<file path="config.mk">
export PLATFORM = sky130hd
export DESIGN_NAME = qdtr_channel_regs
export DESIGN_NICKNAME = d
export VERILOG_FILES = /design/src/rtl/qdtr_channel_regs.v /design/src/rtl/qdtr_word_decode.v
export VERILOG_INCLUDE_DIRS = /design/src /design/src/rtl
export SDC_FILE = /design/constraint.sdc
export NUM_CORES = 1
export LEC_CHECK = 0
export BUFFER_PORTS_ARGS = -buffer_cell sky130_fd_sc_hd__clkbuf_2
export CAP_MARGIN = 20
export CORE_ASPECT_RATIO = 0.9
export CORE_MARGIN = 3
export CORE_UTILIZATION = 55
export CTS_BUF_LIST = sky130_fd_sc_hd__clkbuf_4
export CTS_CLUSTER_SIZE = 10
export DETAILED_ROUTE_END_ITERATION = 10
export GPL_TIMING_DRIVEN = 0
export PLACE_DENSITY = 0.82
export SYNTH_ARGS = -nofsm -noshare
export SYNTH_HDL_FRONTEND = slang
export SYNTH_SLANG_ARGS = --single-unit
</file>
<file path="constraint.sdc">
create_clock -name clk_sys -period 1.5 [get_ports clk_sys]
set_input_delay 0.225 -clock clk_sys [delete_from_list [all_inputs] [get_ports clk_sys]]
set_output_delay 0.225 -clock clk_sys [all_outputs]
set_load 0.1 [all_outputs]
</file>
<file path="src/rtl/qdtr_defs.vh">
// Constants for the quad converter channel trim register block
`ifndef QDTR_DEFS_VH
`define QDTR_DEFS_VH

// Write word layout
`define QDTR_WORD_W 24
`define QDTR_TGT_HI 21
`define QDTR_TGT_LO 19
`define QDTR_CH_HI 18
`define QDTR_CH_LO 16
`define QDTR_PAY_HI 15
`define QDTR_PAY_LO 0

// Register-select codes
`define QDTR_TGT_FUNC 3'h0
`define QDTR_TGT_DATA 3'h2
`define QDTR_TGT_RANGE 3'h3
`define QDTR_TGT_GAIN 3'h4
`define QDTR_TGT_OFFS 3'h5

// Function-register sub-codes used here
`define QDTR_FUNC_LOAD 3'h5

// Channel-address codes
`define QDTR_CH_ALL 3'h4
`define QDTR_NUM_CH 4

// Field widths
`define QDTR_CODE_W 16
`define QDTR_RANGE_W 2
`define QDTR_GAIN_W 6
`define QDTR_OFFS_W 8

// Range codes
`define QDTR_RANGE_10V 2'h0
`define QDTR_RANGE_10V26 2'h1
`define QDTR_RANGE_10V53 2'h2
`define QDTR_RANGE_BAD 2'h3

// Reset values
`define QDTR_CODE_RST 16'h0000
`define QDTR_GAIN_RST 6'h00
`define QDTR_OFFS_RST 8'h00

`endif

</file>
<file path="src/rtl/qdtr_channel_regs.v">
// Per-channel code, range and trim registers with load-to-converter path
//
// How it works
// - select 010 writes the channel data register
// - data write takes all sixteen payload bits
// - channel address picks the updated channel
// - select 011 writes the output range register
// - range is two bits from payload bits 1:0
// - range 00 default, 01 and 10 wider spans
// - select 100 writes the fine gain trim
// - gain trim is six low payload bits
// - gain step moves both full-scale points together
// - gain trim is two's complement, zero default
// - select 101 writes the offset trim
// - offset trim is eight low payload bits
// - offset trim is two's complement, zero default
// - channel codes 0-3 single, 4 all channels
// - data reaches converters only on load function
`include "qdtr_defs.vh"

module qdtr_channel_regs (
    input wire clk_sys,
    input wire rstn,
    input wire [`QDTR_WORD_W-1:0] word, // Complete write word from the serial shifter
    input wire word_valid, // One-cycle strobe, word is complete
    output reg [`QDTR_NUM_CH*`QDTR_CODE_W-1:0] channel_input_code, // Input codes, channel A in low bits
    output reg [`QDTR_NUM_CH*`QDTR_CODE_W-1:0] converter_code, // Codes driving the converters
    output reg [`QDTR_NUM_CH*`QDTR_RANGE_W-1:0] channel_output_range, // Range selection per channel
    output reg [`QDTR_NUM_CH*`QDTR_GAIN_W-1:0] channel_gain_trim, // Fine gain trim per channel
    output reg [`QDTR_NUM_CH*`QDTR_OFFS_W-1:0] channel_offset_trim, // Offset trim per channel
    output reg converter_update // One-cycle pulse while converter codes show a fresh load
);
    // ----------------------------------------------------------------
    // Decode
    // ----------------------------------------------------------------
    wire [`QDTR_NUM_CH-1:0] wr_code; // Data register strobes
    wire [`QDTR_NUM_CH-1:0] wr_range; // Range register strobes
    wire [`QDTR_NUM_CH-1:0] wr_gain; // Gain trim strobes
    wire [`QDTR_NUM_CH-1:0] wr_offs; // Offset trim strobes
    wire load_all; // Load function seen

    // Payload fields
    wire [`QDTR_CODE_W-1:0] word_payload; // Full data payload
    wire range_code_hi; // Range selection upper bit
    wire range_code_lo; // Range selection lower bit
    wire [`QDTR_RANGE_W-1:0] range_code; // Range selection field
    wire [`QDTR_GAIN_W-1:0] gain_field; // Gain trim field
    wire [`QDTR_OFFS_W-1:0] offs_field; // Offset trim field

    assign word_payload = word[`QDTR_PAY_HI:`QDTR_PAY_LO];
    assign range_code_hi = word[`QDTR_RANGE_W-1];
    assign range_code_lo = word[`QDTR_PAY_LO];
    assign range_code = {range_code_hi, range_code_lo};
    assign gain_field = word[`QDTR_GAIN_W-1:0];
    assign offs_field = word[`QDTR_OFFS_W-1:0];

    qdtr_word_decode u_decode (
        .word(word),
        .word_valid(word_valid),
        .wr_code(wr_code),
        .wr_range(wr_range),
        .wr_gain(wr_gain),
        .wr_offs(wr_offs),
        .load_all(load_all)
    );

    // ----------------------------------------------------------------
    // Per-channel storage
    // ----------------------------------------------------------------
    genvar ch;
    generate
        for (ch = 0; ch < `QDTR_NUM_CH; ch = ch + 1) begin : g_ch
            // Input code register, held until the load function
            always @(posedge clk_sys or negedge rstn) begin
                if (!rstn) begin
                    channel_input_code[ch*`QDTR_CODE_W +: `QDTR_CODE_W] <= `QDTR_CODE_RST;
                end else if (wr_code[ch]) begin
                    channel_input_code[ch*`QDTR_CODE_W +: `QDTR_CODE_W] <= word_payload;
                end
            end

            // Converter register, copied only on load
            always @(posedge clk_sys or negedge rstn) begin
                if (!rstn) begin
                    converter_code[ch*`QDTR_CODE_W +: `QDTR_CODE_W] <= `QDTR_CODE_RST;
                end else if (load_all) begin
                    converter_code[ch*`QDTR_CODE_W +: `QDTR_CODE_W] <=
                        channel_input_code[ch*`QDTR_CODE_W +: `QDTR_CODE_W];
                end
            end

            // Range register; the undefined code keeps the old value
            always @(posedge clk_sys or negedge rstn) begin
                if (!rstn) begin
                    channel_output_range[ch*`QDTR_RANGE_W +: `QDTR_RANGE_W] <= `QDTR_RANGE_10V;
                end else if (wr_range[ch] && (range_code != `QDTR_RANGE_BAD)) begin
                    channel_output_range[ch*`QDTR_RANGE_W +: `QDTR_RANGE_W] <= range_code;
                end
            end

            // Gain trim, stored as signed code for the analog core
            always @(posedge clk_sys or negedge rstn) begin
                if (!rstn) begin
                    channel_gain_trim[ch*`QDTR_GAIN_W +: `QDTR_GAIN_W] <= `QDTR_GAIN_RST;
                end else if (wr_gain[ch]) begin
                    // Core applies half a step at each full-scale end
                    channel_gain_trim[ch*`QDTR_GAIN_W +: `QDTR_GAIN_W] <= gain_field;
                end
            end

            // Offset trim, signed eighth-step code
            always @(posedge clk_sys or negedge rstn) begin
                if (!rstn) begin
                    channel_offset_trim[ch*`QDTR_OFFS_W +: `QDTR_OFFS_W] <= `QDTR_OFFS_RST;
                end else if (wr_offs[ch]) begin
                    channel_offset_trim[ch*`QDTR_OFFS_W +: `QDTR_OFFS_W] <= offs_field;
                end
            end
        end
    endgenerate

    // ----------------------------------------------------------------
    // Update pulse
    // ----------------------------------------------------------------
    // Marks the cycle in which converter codes have just changed
    always @(posedge clk_sys or negedge rstn) begin
        if (!rstn) begin
            converter_update <= 1'h0;
        end else begin
            converter_update <= load_all;
        end
    end
endmodule // qdtr_channel_regs

</file>
<file path="src/rtl/qdtr_word_decode.v">
// Decoder that splits one write word into per-channel update strobes
`include "qdtr_defs.vh"

module qdtr_word_decode (
    input wire [`QDTR_WORD_W-1:0] word,
    input wire word_valid,
    output reg [`QDTR_NUM_CH-1:0] wr_code,
    output reg [`QDTR_NUM_CH-1:0] wr_range,
    output reg [`QDTR_NUM_CH-1:0] wr_gain,
    output reg [`QDTR_NUM_CH-1:0] wr_offs,
    output reg load_all
);
    // ----------------------------------------------------------------
    // Field extraction
    // ----------------------------------------------------------------
    wire [2:0] target_select; // Register-select field
    wire [2:0] channel_sel; // Channel-address field
    reg [`QDTR_NUM_CH-1:0] ch_mask; // Channels hit by this word

    assign target_select = word[`QDTR_TGT_HI:`QDTR_TGT_LO];
    assign channel_sel = word[`QDTR_CH_HI:`QDTR_CH_LO];

    // ----------------------------------------------------------------
    // Channel and target decode
    // ----------------------------------------------------------------
    // Turns the channel address into a one-hot or all-ones mask
    always @* begin
        ch_mask = {`QDTR_NUM_CH{1'h0}};
        if (channel_sel == `QDTR_CH_ALL) begin
            ch_mask = {`QDTR_NUM_CH{1'h1}};
        end else if (channel_sel < `QDTR_CH_ALL) begin
            ch_mask[channel_sel[1:0]] = 1'h1;
        end
        // Other channel codes leave the mask empty
    end

    // Routes the mask to the strobes of the addressed register
    always @* begin
        wr_code = {`QDTR_NUM_CH{1'h0}};
        wr_range = {`QDTR_NUM_CH{1'h0}};
        wr_gain = {`QDTR_NUM_CH{1'h0}};
        wr_offs = {`QDTR_NUM_CH{1'h0}};
        load_all = 1'h0;
        if (word_valid) begin
            case (target_select)
                `QDTR_TGT_DATA: wr_code = ch_mask;
                `QDTR_TGT_RANGE: wr_range = ch_mask;
                `QDTR_TGT_GAIN: wr_gain = ch_mask;
                `QDTR_TGT_OFFS: wr_offs = ch_mask;
                `QDTR_TGT_FUNC: load_all = (channel_sel == `QDTR_FUNC_LOAD);
                default: load_all = 1'h0; // Undefined targets ignored
            endcase
        end
    end
endmodule // qdtr_word_decode

</file>
==> results.md, run 1 <==
CTS:
- The number of clock sinks seen by CTS is 193.
- The clock root buffer is sky130_fd_sc_hd__clkbuf_4.
- The H-tree was split into 4 levels.
- No sink is reached through more buffers than the 2 on the longest clock path.
- The total clock buffers created by CTS is 17.

Placed design:
- Once detailed placement completed, the half-perimeter wirelength came to 12200 µm.
- During placement, the flow inserted port buffers numbering 215.
- The routability-driven placement congestion ratio is 0.808.

Yosys:
- The cell with the most instances after synthesis is sky130_fd_sc_hd__dfrtp_1.
- The async set-or-reset flop fraction in the synthesized netlist is 100%.
- The netlist uses 26 different library cells.
- The synthesis warning total is 0.
- The sequential-to-total area share from yosys stat is 65.5%.
- After synthesis the netlist holds a flip-flop and latch count of 193.
- The cell accounting for the most synthesized area is sky130_fd_sc_hd__dfrtp_1.
- The flip-flop cell with the highest count after synthesis is sky130_fd_sc_hd__dfrtp_1.
- In the synthesized netlist, the number of instances is 439.
- After synthesis, the cell types taking the most area are sky130_fd_sc_hd__dfrtp_1 (65%), sky130_fd_sc_hd__mux2_2 (22%), sky130_fd_sc_hd__mux2_1 (7.5%).
- The count of flip-flops with a built-in enable after synthesis is 0.
- The post-synth design cell area is 7380 µm².
- By count the netlist is led by sky130_fd_sc_hd__dfrtp_1 (193), sky130_fd_sc_hd__mux2_2 (143), sky130_fd_sc_hd__mux2_1 (49).
- The area share of the largest cell type after synthesis is 65.5%.
- The net count after synthesis is 466.
- Dividing the synthesized area by the synthesized cell count gives 16.8 µm².

Timing:
- After the last repair the worst path ends at a primary output.
- When the global-route repair_timing finished, the worst setup path ended at channel_input_code[18].

Floorplanning:
- For this design the top-level I/O count stands at 220.
- The initial core utilization is 57.3%.
- The height of the chip is 116 µm.
- Measured along the x axis, the die boundary spans 128 µm.
- The number of standard-cell rows in the floorplan is 39.

Outcome:
- The run stopped with a tool error.
- The tool reported: "[ERROR GRT-0232] Routing congestion too high. Check the congestion heatmap in the GUI".
- The step where the flow halted is global routing.

Global routing:
- Entering global routing, the biggest net connects 112 pins.
- Global routing finished with a remaining overflow of 226.
- The overall global routing resource usage is 83.5%.
- The number of antenna violations at the first check in global routing is 1.
## routing by layer
layer / overflow / global-route usage, %
met3: 2 / 71.2
met1: 3 / 82.6
met5: 0 / 23.9
met2: 127 / 97.4
met4: 94 / 89.1
## stage by stage
step                      worst slack [ns]  hold slack (ns)  cells  instance area [µm²]  utilization, %
after floorplan                   -0.00407          -0.0706    439                 7430               -
after global placement               -3.03            0.473    818                 8710            67.6
after detailed placement            -0.399            0.404    819                 8740            67.9
after CTS                          -0.0391          0.00234    886                11600            89.8
## cells by family after synthesis
family          synth area share (%)
buf+inv                         1.56
simple gates                    3.00
compound gates                 0.424
mux                             29.3
flops                           65.5
xor+xnor                       0.237
## repair_timing
action                     in CTS
setup buffers                  19
gates resized for setup       432
setup endpoints to repair     193
hold endpoints to repair      158
hold buffers                   16
==> run 2, diff against run 1 <==
CORE_ASPECT_RATIO = unset   (was 0.9)
CORE_UTILIZATION = 40   (was 55)
CTS_BUF_LIST = unset   (was sky130_fd_sc_hd__clkbuf_4)
CTS_CLUSTER_SIZE = unset   (was 10)
PLACE_DENSITY = unset   (was 0.82)
PLACE_DENSITY_LB_ADDON = 0.15   (was unset)
==> results.md, run 2 <==
Detailed routing:
- The post-detailed-route DRC marker count is 0.
- The number of vias per cell is 4.95.
- The number of detailed-route iterations in the first pass is 4.
- For this block, the initial DRC count from the detailed router was 96.
- The final layout contains routed wiring with a total length of 17700 µm.
- Dividing the detail-routed wire length by the instance count gives 19.2 µm.
- The routed layout has 4578 vias.
- Once detail routing completed, the nets flagged for antenna violations numbered 0.

Placed design:
- The standard cell area after detailed placement is 8820 µm² (+0.93%).
- The detailed placer's ending HPWL is 12800 µm (+4.3%).
- The count of buffers from port buffering was 215 (unchanged).
- The routability-driven placement congestion ratio was 0.751 (-7.1%).
- The number of placed instances, taps included is 884 (+7.9%).

Critical path:
- In this design, the stage delay of the slowest critical-path cell is 0.46 ns.
- The worst setup path is of the reg2out kind.
- The biggest fanout along the worst timing path is 2.
- Among all stages on the critical path, the largest delay is contributed by sky130_fd_sc_hd__clkbuf_2.
- The data arrival time of the critical path is 1.23 ns.
- The kind of start point of the critical path is a register.
- The number of buffers and inverters on the critical path is 1.
- Data on the critical path is required at its endpoint by 1.27 ns.
- Walking the worst path, the cells encountered are clkbuf_2.
- Grouping stages by cell kind, the critical path spends the most delay in buffers and inverters.
- The nature of the critical path endpoint is an output pin.

CTS:
- The buffer levels on the longest clock path is 2 (unchanged).
- After clock tree synthesis, the clock-pin slew on the worst setup and hold paths is 0.07 ns.
- The clock reaches the later pin of the worst-skew pair after 0.42 ns.
- The number of clock sinks seen by CTS is 193 (unchanged).
- The CTS tree is built.
- The level count of the clock H-tree came to 4 (unchanged).
- The clock root buffer is sky130_fd_sc_hd__clkbuf_16.
- The total clock buffers created by CTS was 17 (unchanged).

Cells and area:
- The largest registers in the layout are channel_input_code (64), converter_code (64), channel_offset_trim (32).
- The area growth from synthesis to layout is 31.4%.
- For this run, the post-layout net count is 709.
- Fill cells in the final layout number 1516.
- In the final layout, flip-flops and latches occupy 4830 µm².
- In the layout the commonest cells are sky130_fd_sc_hd__dfrtp_1 (193), sky130_fd_sc_hd__mux2_2 (143), sky130_fd_sc_hd__buf_2 (111), sky130_fd_sc_hd__clkbuf_4 (66), sky130_fd_sc_hd__mux2_1 (49).
- Summing all non-filler instances in the final layout gives an area of 9700 µm².
- Summing all multi-input logic gate instances after layout gives 2470 µm².
- The number of antenna diodes in the final layout is 0.
- The fraction of the core area covered by cells at the end of the flow is 53.8%.
- The post-route netlist has 61.0% of its cells at a drive strength greater than 1.
- The final cell count without fillers is 924.
- The most common cell after layout, fill and taps aside is sky130_fd_sc_hd__dfrtp_1.

Yosys:
- The net count after synthesis is 466 (unchanged).
- Sorting the synthesized cells by area gives the leading types as sky130_fd_sc_hd__dfrtp_1 (65%), sky130_fd_sc_hd__mux2_2 (22%), sky130_fd_sc_hd__mux2_1 (7.5%).
- The cell with the most instances after synthesis is sky130_fd_sc_hd__dfrtp_1.
- After synthesis, the most frequently instantiated cells are sky130_fd_sc_hd__dfrtp_1 (193), sky130_fd_sc_hd__mux2_2 (143), sky130_fd_sc_hd__mux2_1 (49).
- The sequential-to-total area share from yosys stat is 65.5% (unchanged).
- The average instance area after synthesis came to 16.8 µm² (unchanged).
- The post-synthesis cell count was 439 (unchanged).
- The post-synth design cell area came to 7380 µm² (unchanged).
- The count of flip-flops with a built-in enable after synthesis is 0 (unchanged).
- The synthesis warning total was 0 (unchanged).
- The biggest area contributor in the post-synthesis netlist is sky130_fd_sc_hd__dfrtp_1.
- The flip-flop cell with the highest count after synthesis is sky130_fd_sc_hd__dfrtp_1.
- The async set-or-reset flop fraction in the synthesized netlist is 100% (unchanged).
- The distinct cell type count after synthesis is 26 (unchanged).
- The register bit count reported by yosys is 193 (unchanged).
- The area share of the largest cell type after synthesis is 65.5% (unchanged).

Global routing:
- The first global-routing pass estimated 28400 µm of wire.
- The remaining global-route overflow is 0.
- Entering global routing, the biggest net connects 109 pins.
- The overall global routing resource usage is 18.3%.
- The number of antenna violations at the first check in global routing came to 0.
- The number of global-route vias before repair is 5032.

Job:
- The number of maximum-capacitance constraint violations is 0.

Power and ir drop:
- VDD sags by at most 1.19 mV.
- The static power due to leakage is 5.10 nW.
- In this run the power density over the cells is 2080 nW/µm².

Timing:
- The number of failing setup endpoints in the final timing report is 0.
- The period utilization is 97.3%.
- The max-slew violation count is 0.
- The worst path needs 1.46 ns of the cycle, external delays included.
- In this run the tightest slew margin relative to its limit is 50.2%.
- Between clock sinks in the finished design, the worst skew comes to 0.00835 ns.
- Derived from the worst setup path, the maximum achievable clock frequency is 685 MHz.
- Setup repair after global routing left no endpoint under its margin.
- The transition time at the pin with the least slew margin is 0.747 ns.
- The number of endpoints with negative hold slack in the final report is 0.

Outcome:
- The run finished with clean final reports.

Worst hold path:
- The path class of the tightest hold or removal check is in2reg.

Floorplanning:
- The floorplan die width was 142 µm (+11%).
- The number of standard-cell rows in the floorplan was 49 (+26%).
- The initial core utilization is 40.9% (-16 points).
- The I/O pin count is 220 (unchanged).
- The height of the chip is 142 µm (+22%).
- The die covers 20100 µm².
- The area inside the core boundary is 18000 µm².
-- run 2: cell counts after synthesis --
No cell type changed its count.
-- run 2: final cells by class --
type	instances	share of cell area [%]
flip-flops and latches	193	49.8
multi-input cells	223	25.4
repair buffers	224	13.8
clock buffers	18	4.43
well taps	229	2.95
clock inverters	14	2.09
plain buffers	22	1.41
inverters	1	0.0387
-- run 2: metrics by stage --
step	hold slack (ns)	setup TNS, ns	power, mW	setup slack [ns]
after CTS	0.0457	0	20.4	0.000732
after floorplan	-0.0706	-0.0407	13.8	-0.00407
final	0.0724	0	20.2	0.0409
after global routing	0.0528	0	20.9	0.000607
after global placement	0.472	-652.22	15.2	-3.17
after detailed placement	0.312	-50.80	15.3	-0.421
-- run 2: path summary, 6_finish.rpt --
check | from | to | slack [ns] | depth (start not counted)
max in group asynchronous | rstn | channel_offset_trim[22]$_DFFE_PN0P_ | 0.29 | 3
worst min-delay path | word[2] | channel_gain_trim[14]$_DFFE_PN0P_ | 0.07 | 2
worst min register to register | converter_code[40]$_DFFE_PN0P_ | converter_code[40]$_DFFE_PN0P_ | 0.49 | 1
min in group asynchronous | rstn | converter_code[60]$_DFFE_PN0P_ | 0.34 | 2
worst max register to register | channel_input_code[16]$_DFFE_PN0P_ | converter_code[16]$_DFFE_PN0P_ | 0.68 | 1
worst max-delay path | channel_gain_trim[5]$_DFFE_PN0P_ | channel_gain_trim[5] | 0.04 | 1
-- run 2: per-layer routing --
| metal | vias up | global-route usage [%] | share of wire, % |
|---|---|---|---|
| li1 | 2064 | - | - |
| met1 | 2329 | 23.4 | 42 |
| met2 | 164 | 29.8 | 49 |
| met3 | 21 | 5.97 | 7.2 |
| met4 | 0 | 5.40 | 1.6 |
| met5 | - | 0 | 0 |
-- run 2: cell families after synthesis --
family          count (synthesis)  synth area share (%)
compound gates                  4                 0.424
mux                           192                  29.3
xor+xnor                        2                 0.237
flops                         193                  65.5
buf+inv                        23                  1.56
simple gates                   25                  3.00
-- run 2: power by group --
part	internal, mW	switching [mW]	total, mW	leakage (nW)
combinational	1.41	7.36	8.78	2.26
sequential	6.07	0.538	6.61	2.54
clock	2.83	1.97	4.80	0.305
total	10.3	9.87	20.2	5.10
-- run 2: what timing repair did --
item,4_1_cts,5_1_grt
pin swaps,0,1
hold buffers,1,0
endpoints found under the hold margin,85,0
buffers inserted,0,7
gates resized for setup,60,118
endpoints found under the setup margin,60,276
No activity file was read; power rests on OpenSTA's default activity.
==> run 3, diff against run 2 <==
GPL_ROUTABILITY_DRIVEN = 0   (was unset)
SYNTH_HIERARCHICAL = 1   (was unset)
TNS_END_PERCENT = 100   (was unset)
==> results.md, run 3 <==
Outcome:
- The run finished with clean final reports.

Yosys:
- The cell with the most instances after synthesis is sky130_fd_sc_hd__dfrtp_1.
- The synthesis warning total was 6 (+6).
- The distinct cell type count after synthesis is 19 (-27%).
- The post-synthesis cell count is 454 (+3.4%).
- The largest family of logic cells by synthesized area is multiplexers.
- The average instance area after synthesis is 17.1 µm² (+1.6%).
- The post-synth design cell area was 7750 µm² (+5.0%).
- The area share of fa/ha/maj cells after synthesis came to 0% (unchanged).
- The register bit count reported by yosys was 193 (unchanged).
- The compound-cell area share of the yosys netlist is 0.904% (+0.48 points).
- The flip-flop cell with the highest count after synthesis is sky130_fd_sc_hd__dfrtp_1.
- The simple-gate portion of the synthesized area is 2.44% (-0.56 points).
- Ranked by total cell area, the synthesized netlist is headed by sky130_fd_sc_hd__dfrtp_1 (62%), sky130_fd_sc_hd__mux2_2 (17%), sky130_fd_sc_hd__mux2_4 (13%).
- The net count after synthesis came to 481 (+3.2%).
- The async set-or-reset flop fraction in the synthesized netlist is 100% (unchanged).
- The sequential-to-total area share from yosys stat is 62.3% (-3.1 points).
- By count the netlist is led by sky130_fd_sc_hd__dfrtp_1 (193), sky130_fd_sc_hd__mux2_2 (117), sky130_fd_sc_hd__mux2_4 (67).
- The cell accounting for the most synthesized area is sky130_fd_sc_hd__dfrtp_1.
- The count of flip-flops with a built-in enable after synthesis is 0 (unchanged).
- The xor and xnor area share after synthesis is 0.226% (-0.011 points).
- The area share of the largest cell type after synthesis came to 62.3% (-3.1 points).
- The mux contribution to synthesized area was 30.0% (+0.68 points).

Floorplanning:
- The initial core utilization was 41.0% (+0.086 points).
- The I/O pin count is 220 (unchanged).
- The number of standard-cell rows in the floorplan is 50 (+2.0%).
- The area inside the core boundary came to 18900 µm² (+4.8%).
- The floorplan die width is 145 µm (+2.4%).
- The area of the die is 21100 µm² (+4.8%).
- The height of the chip is 145 µm (+2.4%).

Detailed routing:
- The number of nets still failing antenna checks after routing is 0 (unchanged).
- The number of DRC markers in iteration 0 is 174 (+81%).
- The number of vias per cell is 4.77 (-3.7%).
- The routed via count is 4606 (+0.61%).
- The number of detailed-route iterations in the first pass was 4 (unchanged).
- The post-detailed-route DRC marker count is 0 (unchanged).
- The post-detailed-route wirelength per cell is 19.2 µm (+0.28%).
- The detailed-route wire length is 18600 µm (+4.7%).

Critical path:
- The total stage count of the critical path came to 1 (unchanged).
- The worst setup path is of the reg2out kind.
- The highest cell delay on the worst timing path is 0.46 ns (about the same).
- In this run the critical register-to-register path is captured at channel_input_code[4]$_DFFE_PN0P_.
- The data arrival time of the critical path is 1.23 ns (about the same).
- The critical path goes through clkbuf_2.
- The path depth of the worst reg2reg path is 1 (unchanged).
- The number of buffer and inverter instances along the worst setup path came to 1 (unchanged).
- The slowest stage of the critical path belongs to the cell sky130_fd_sc_hd__clkbuf_2.
- The origin of the worst setup path is converter_code[17]$_DFFE_PN0P_.
- The kind of start point of the critical path is a register.
- The setup slack of the most critical reg-to-reg path came to 0.68 ns (about the same).
- The kind of cell with the highest combined delay along the critical path is buffers and inverters.
- The required time of the critical path is 1.27 ns (about the same).
- The nature of the critical path endpoint is an output pin.
- The worst setup path endpoint is converter_code[17].
- The biggest fanout along the worst timing path came to 2 (unchanged).
- In this run the critical register-to-register path is launched from channel_input_code[4]$_DFFE_PN0P_.

Timing:
- The number of failing setup endpoints in the final timing report came to 0 (unchanged).
- Setup repair after global routing left no endpoint under its margin.
- The period utilization is 97.1% (-0.14 points).
- The transition time at the pin with the least slew margin is 0.789 ns (+0.0419 ns).
- The post-route worst setup slack was 0.0430 ns (+0.00217 ns).
- The timing-limited maximum frequency is 686 MHz (+0.15%).
- The max-slew violation count is 0 (unchanged).
- The final period demand of the worst path came to 1.46 ns (-0.00217 ns).
- The normalized max-slew margin was 47.4% (-2.8 points).
- The number of endpoints with negative hold slack in the final report is 0 (unchanged).
- The final clock skew is 0.00701 ns (-0.00134 ns).

Cells and area:
- The final non-filler cell area was 10000 µm² (+3.6%).
- The final net count is 719 (+1.4%).
- The library cells used most frequently in the layout, excluding fill and tap cells, are sky130_fd_sc_hd__dfrtp_1 (193), sky130_fd_sc_hd__mux2_2 (117), sky130_fd_sc_hd__buf_2 (98), sky130_fd_sc_hd__clkbuf_4 (92), sky130_fd_sc_hd__mux2_4 (67).
- Relative to the synthesized area, the layout overhead comes to 29.6%.
- The largest registers in the layout are channel_input_code (64), converter_code (64), channel_offset_trim (32).
- The number of antenna diodes is 0 (unchanged).
- The layout cell share with drive strength beyond 1 is 64.8% (+3.8 points).
- Leaving out fill and tap cells, the most frequent cell in the layout is sky130_fd_sc_hd__dfrtp_1.

Global routing:
- The global-route wire length before repair is 29800 µm (+5.1%).
- The number of global-route vias before repair is 4924 (-2.1%).
- The pin count of the biggest net entering global routing came to 101 (-7.3%).
- The number of antenna violations at the first check in global routing is 0 (unchanged).
- The overall global routing resource usage came to 18.1% (-0.17 points).
- The remaining global-route overflow is 0 (unchanged).

Worst hold path:
- The startpoint of the lowest-slack hold path is word[21].
- The worst hold path belongs to the class in2reg.

Placed design:
- The count of buffers from port buffering is 217 (+0.93%).
- The post-placement worst setup slack came to -0.357 ns (+0.0635 ns).
- The detailed placer's ending HPWL is 13200 µm (+3.4%).
- The standard cell area after detailed placement is 9210 µm² (+4.3%).

Job:
- The number of maximum-capacitance constraint violations came to 0 (unchanged).

CTS:
- The clock-pin slew reported for the worst setup and hold paths after clock tree synthesis is 0.07 ns (about the same).
- The buffer levels on the longest clock path is 2 (unchanged).
- The CTS tree is built.
- The level count of the clock H-tree is 4 (unchanged).
- The clock latency on the worst-skew pair is 0.42 ns (about the same).
- The number of clock sinks seen by CTS is 193 (unchanged).
- The clock root buffer is sky130_fd_sc_hd__clkbuf_16.
- The total clock buffers created by CTS was 17 (unchanged).

Power and ir drop:
- The post-route total power is 20.2 mW (+0.30%).
- The maximum resistive drop on vdd is 1.25 mV (+5.3%).
- The static power due to leakage is 5.07 nW (-0.73%).
- The power density of the placed cells is 2020 nW/µm² (-3.2%).
==> run 3: cell count changes in the layout (fill, tap and decap cells not counted), sizes merged, moves of 3 or more <==
cell    previous run  this run
nand2              3         0
o21a               0         4
nand2b             1         4
a21oi              0         8
inv                6        10
clkbuf           138       153
buf              125       117
mux2             192       184
nor3               6        12
nor2b              0         4
==> run 3: per-stage QoR <==
step / utilization, % / std cells / TNS (ns) / hold slack, ns
after global placement: 48.5 / 931 / -657.79 / 0.467
after floorplan: - / 454 / 0 / -0.0706
after CTS: 53.1 / 965 / 0 / 0.0319
final: 53.2 / 965 / 0 / 0.0540
after global routing: 53.2 / 965 / 0 / 0.0321
after detailed placement: 48.7 / 932 / -37.81 / 0.341
==> run 3: worst min path at each step <==
stage / end / slack (ns) / depth (start not counted)
final: converter_update$_DFF_PN0_ / 0.05 / 2
after global placement: converter_update$_DFF_PN0_ / 0.47 / 2
after CTS: converter_update$_DFF_PN0_ / 0.03 / 2
after detailed placement: converter_code[14]$_DFFE_PN0P_ / 0.34 / 1
after global routing: converter_update$_DFF_PN0_ / 0.03 / 2
after floorplan: channel_gain_trim[0]$_DFFE_PN0P_ / -0.07 / 0
==> run 3: routing by layer <==
| layer | share of wire (%) | global-route usage, % |
|---|---|---|
| met2 | 49 | 28.8 |
| met3 | 6.6 | 6.34 |
| met4 | 1.0 | 4.56 |
| met1 | 44 | 23.8 |
| met5 | 0 | 0 |
==> run 3: power by group <==
group | total (mW) | leakage (nW) | switching (mW) | internal [mW]
Combinational | 8.99 | 2.26 | 7.40 | 1.59
Clock | 4.59 | 0.287 | 2.03 | 2.56
Sequential | 6.67 | 2.52 | 0.593 | 6.07
Total | 20.2 | 5.07 | 10.0 | 10.2
==> run 3: final cells by class <==
class | instances | area, µm²
Fill cell | 1631 | 8850
Tap cell | 260 | 325
Multi-Input combinational cell | 226 | 2610
Buffer | 31 | 304
Clock buffer | 21 | 450
Clock inverter | 11 | 143
Timing Repair Buffer | 219 | 1370
Inverter | 4 | 15.0
Sequential cell | 193 | 4830
==> run 3: logic make-up after synthesis <==
family / count (synthesis)
buf+inv: 35
compound gates: 12
mux: 184
flops: 193
simple gates: 28
xor+xnor: 2
==> run 3: timing repair <==
item / 4_1_cts / 5_1_grt
resized for setup: 88 / 102
endpoints found under the setup margin: 88 / 196
hold buffers: 1 / 0
endpoints found under the hold margin: 93 / 0
buffers inserted: 0 / 0
gates cloned: 0 / 0
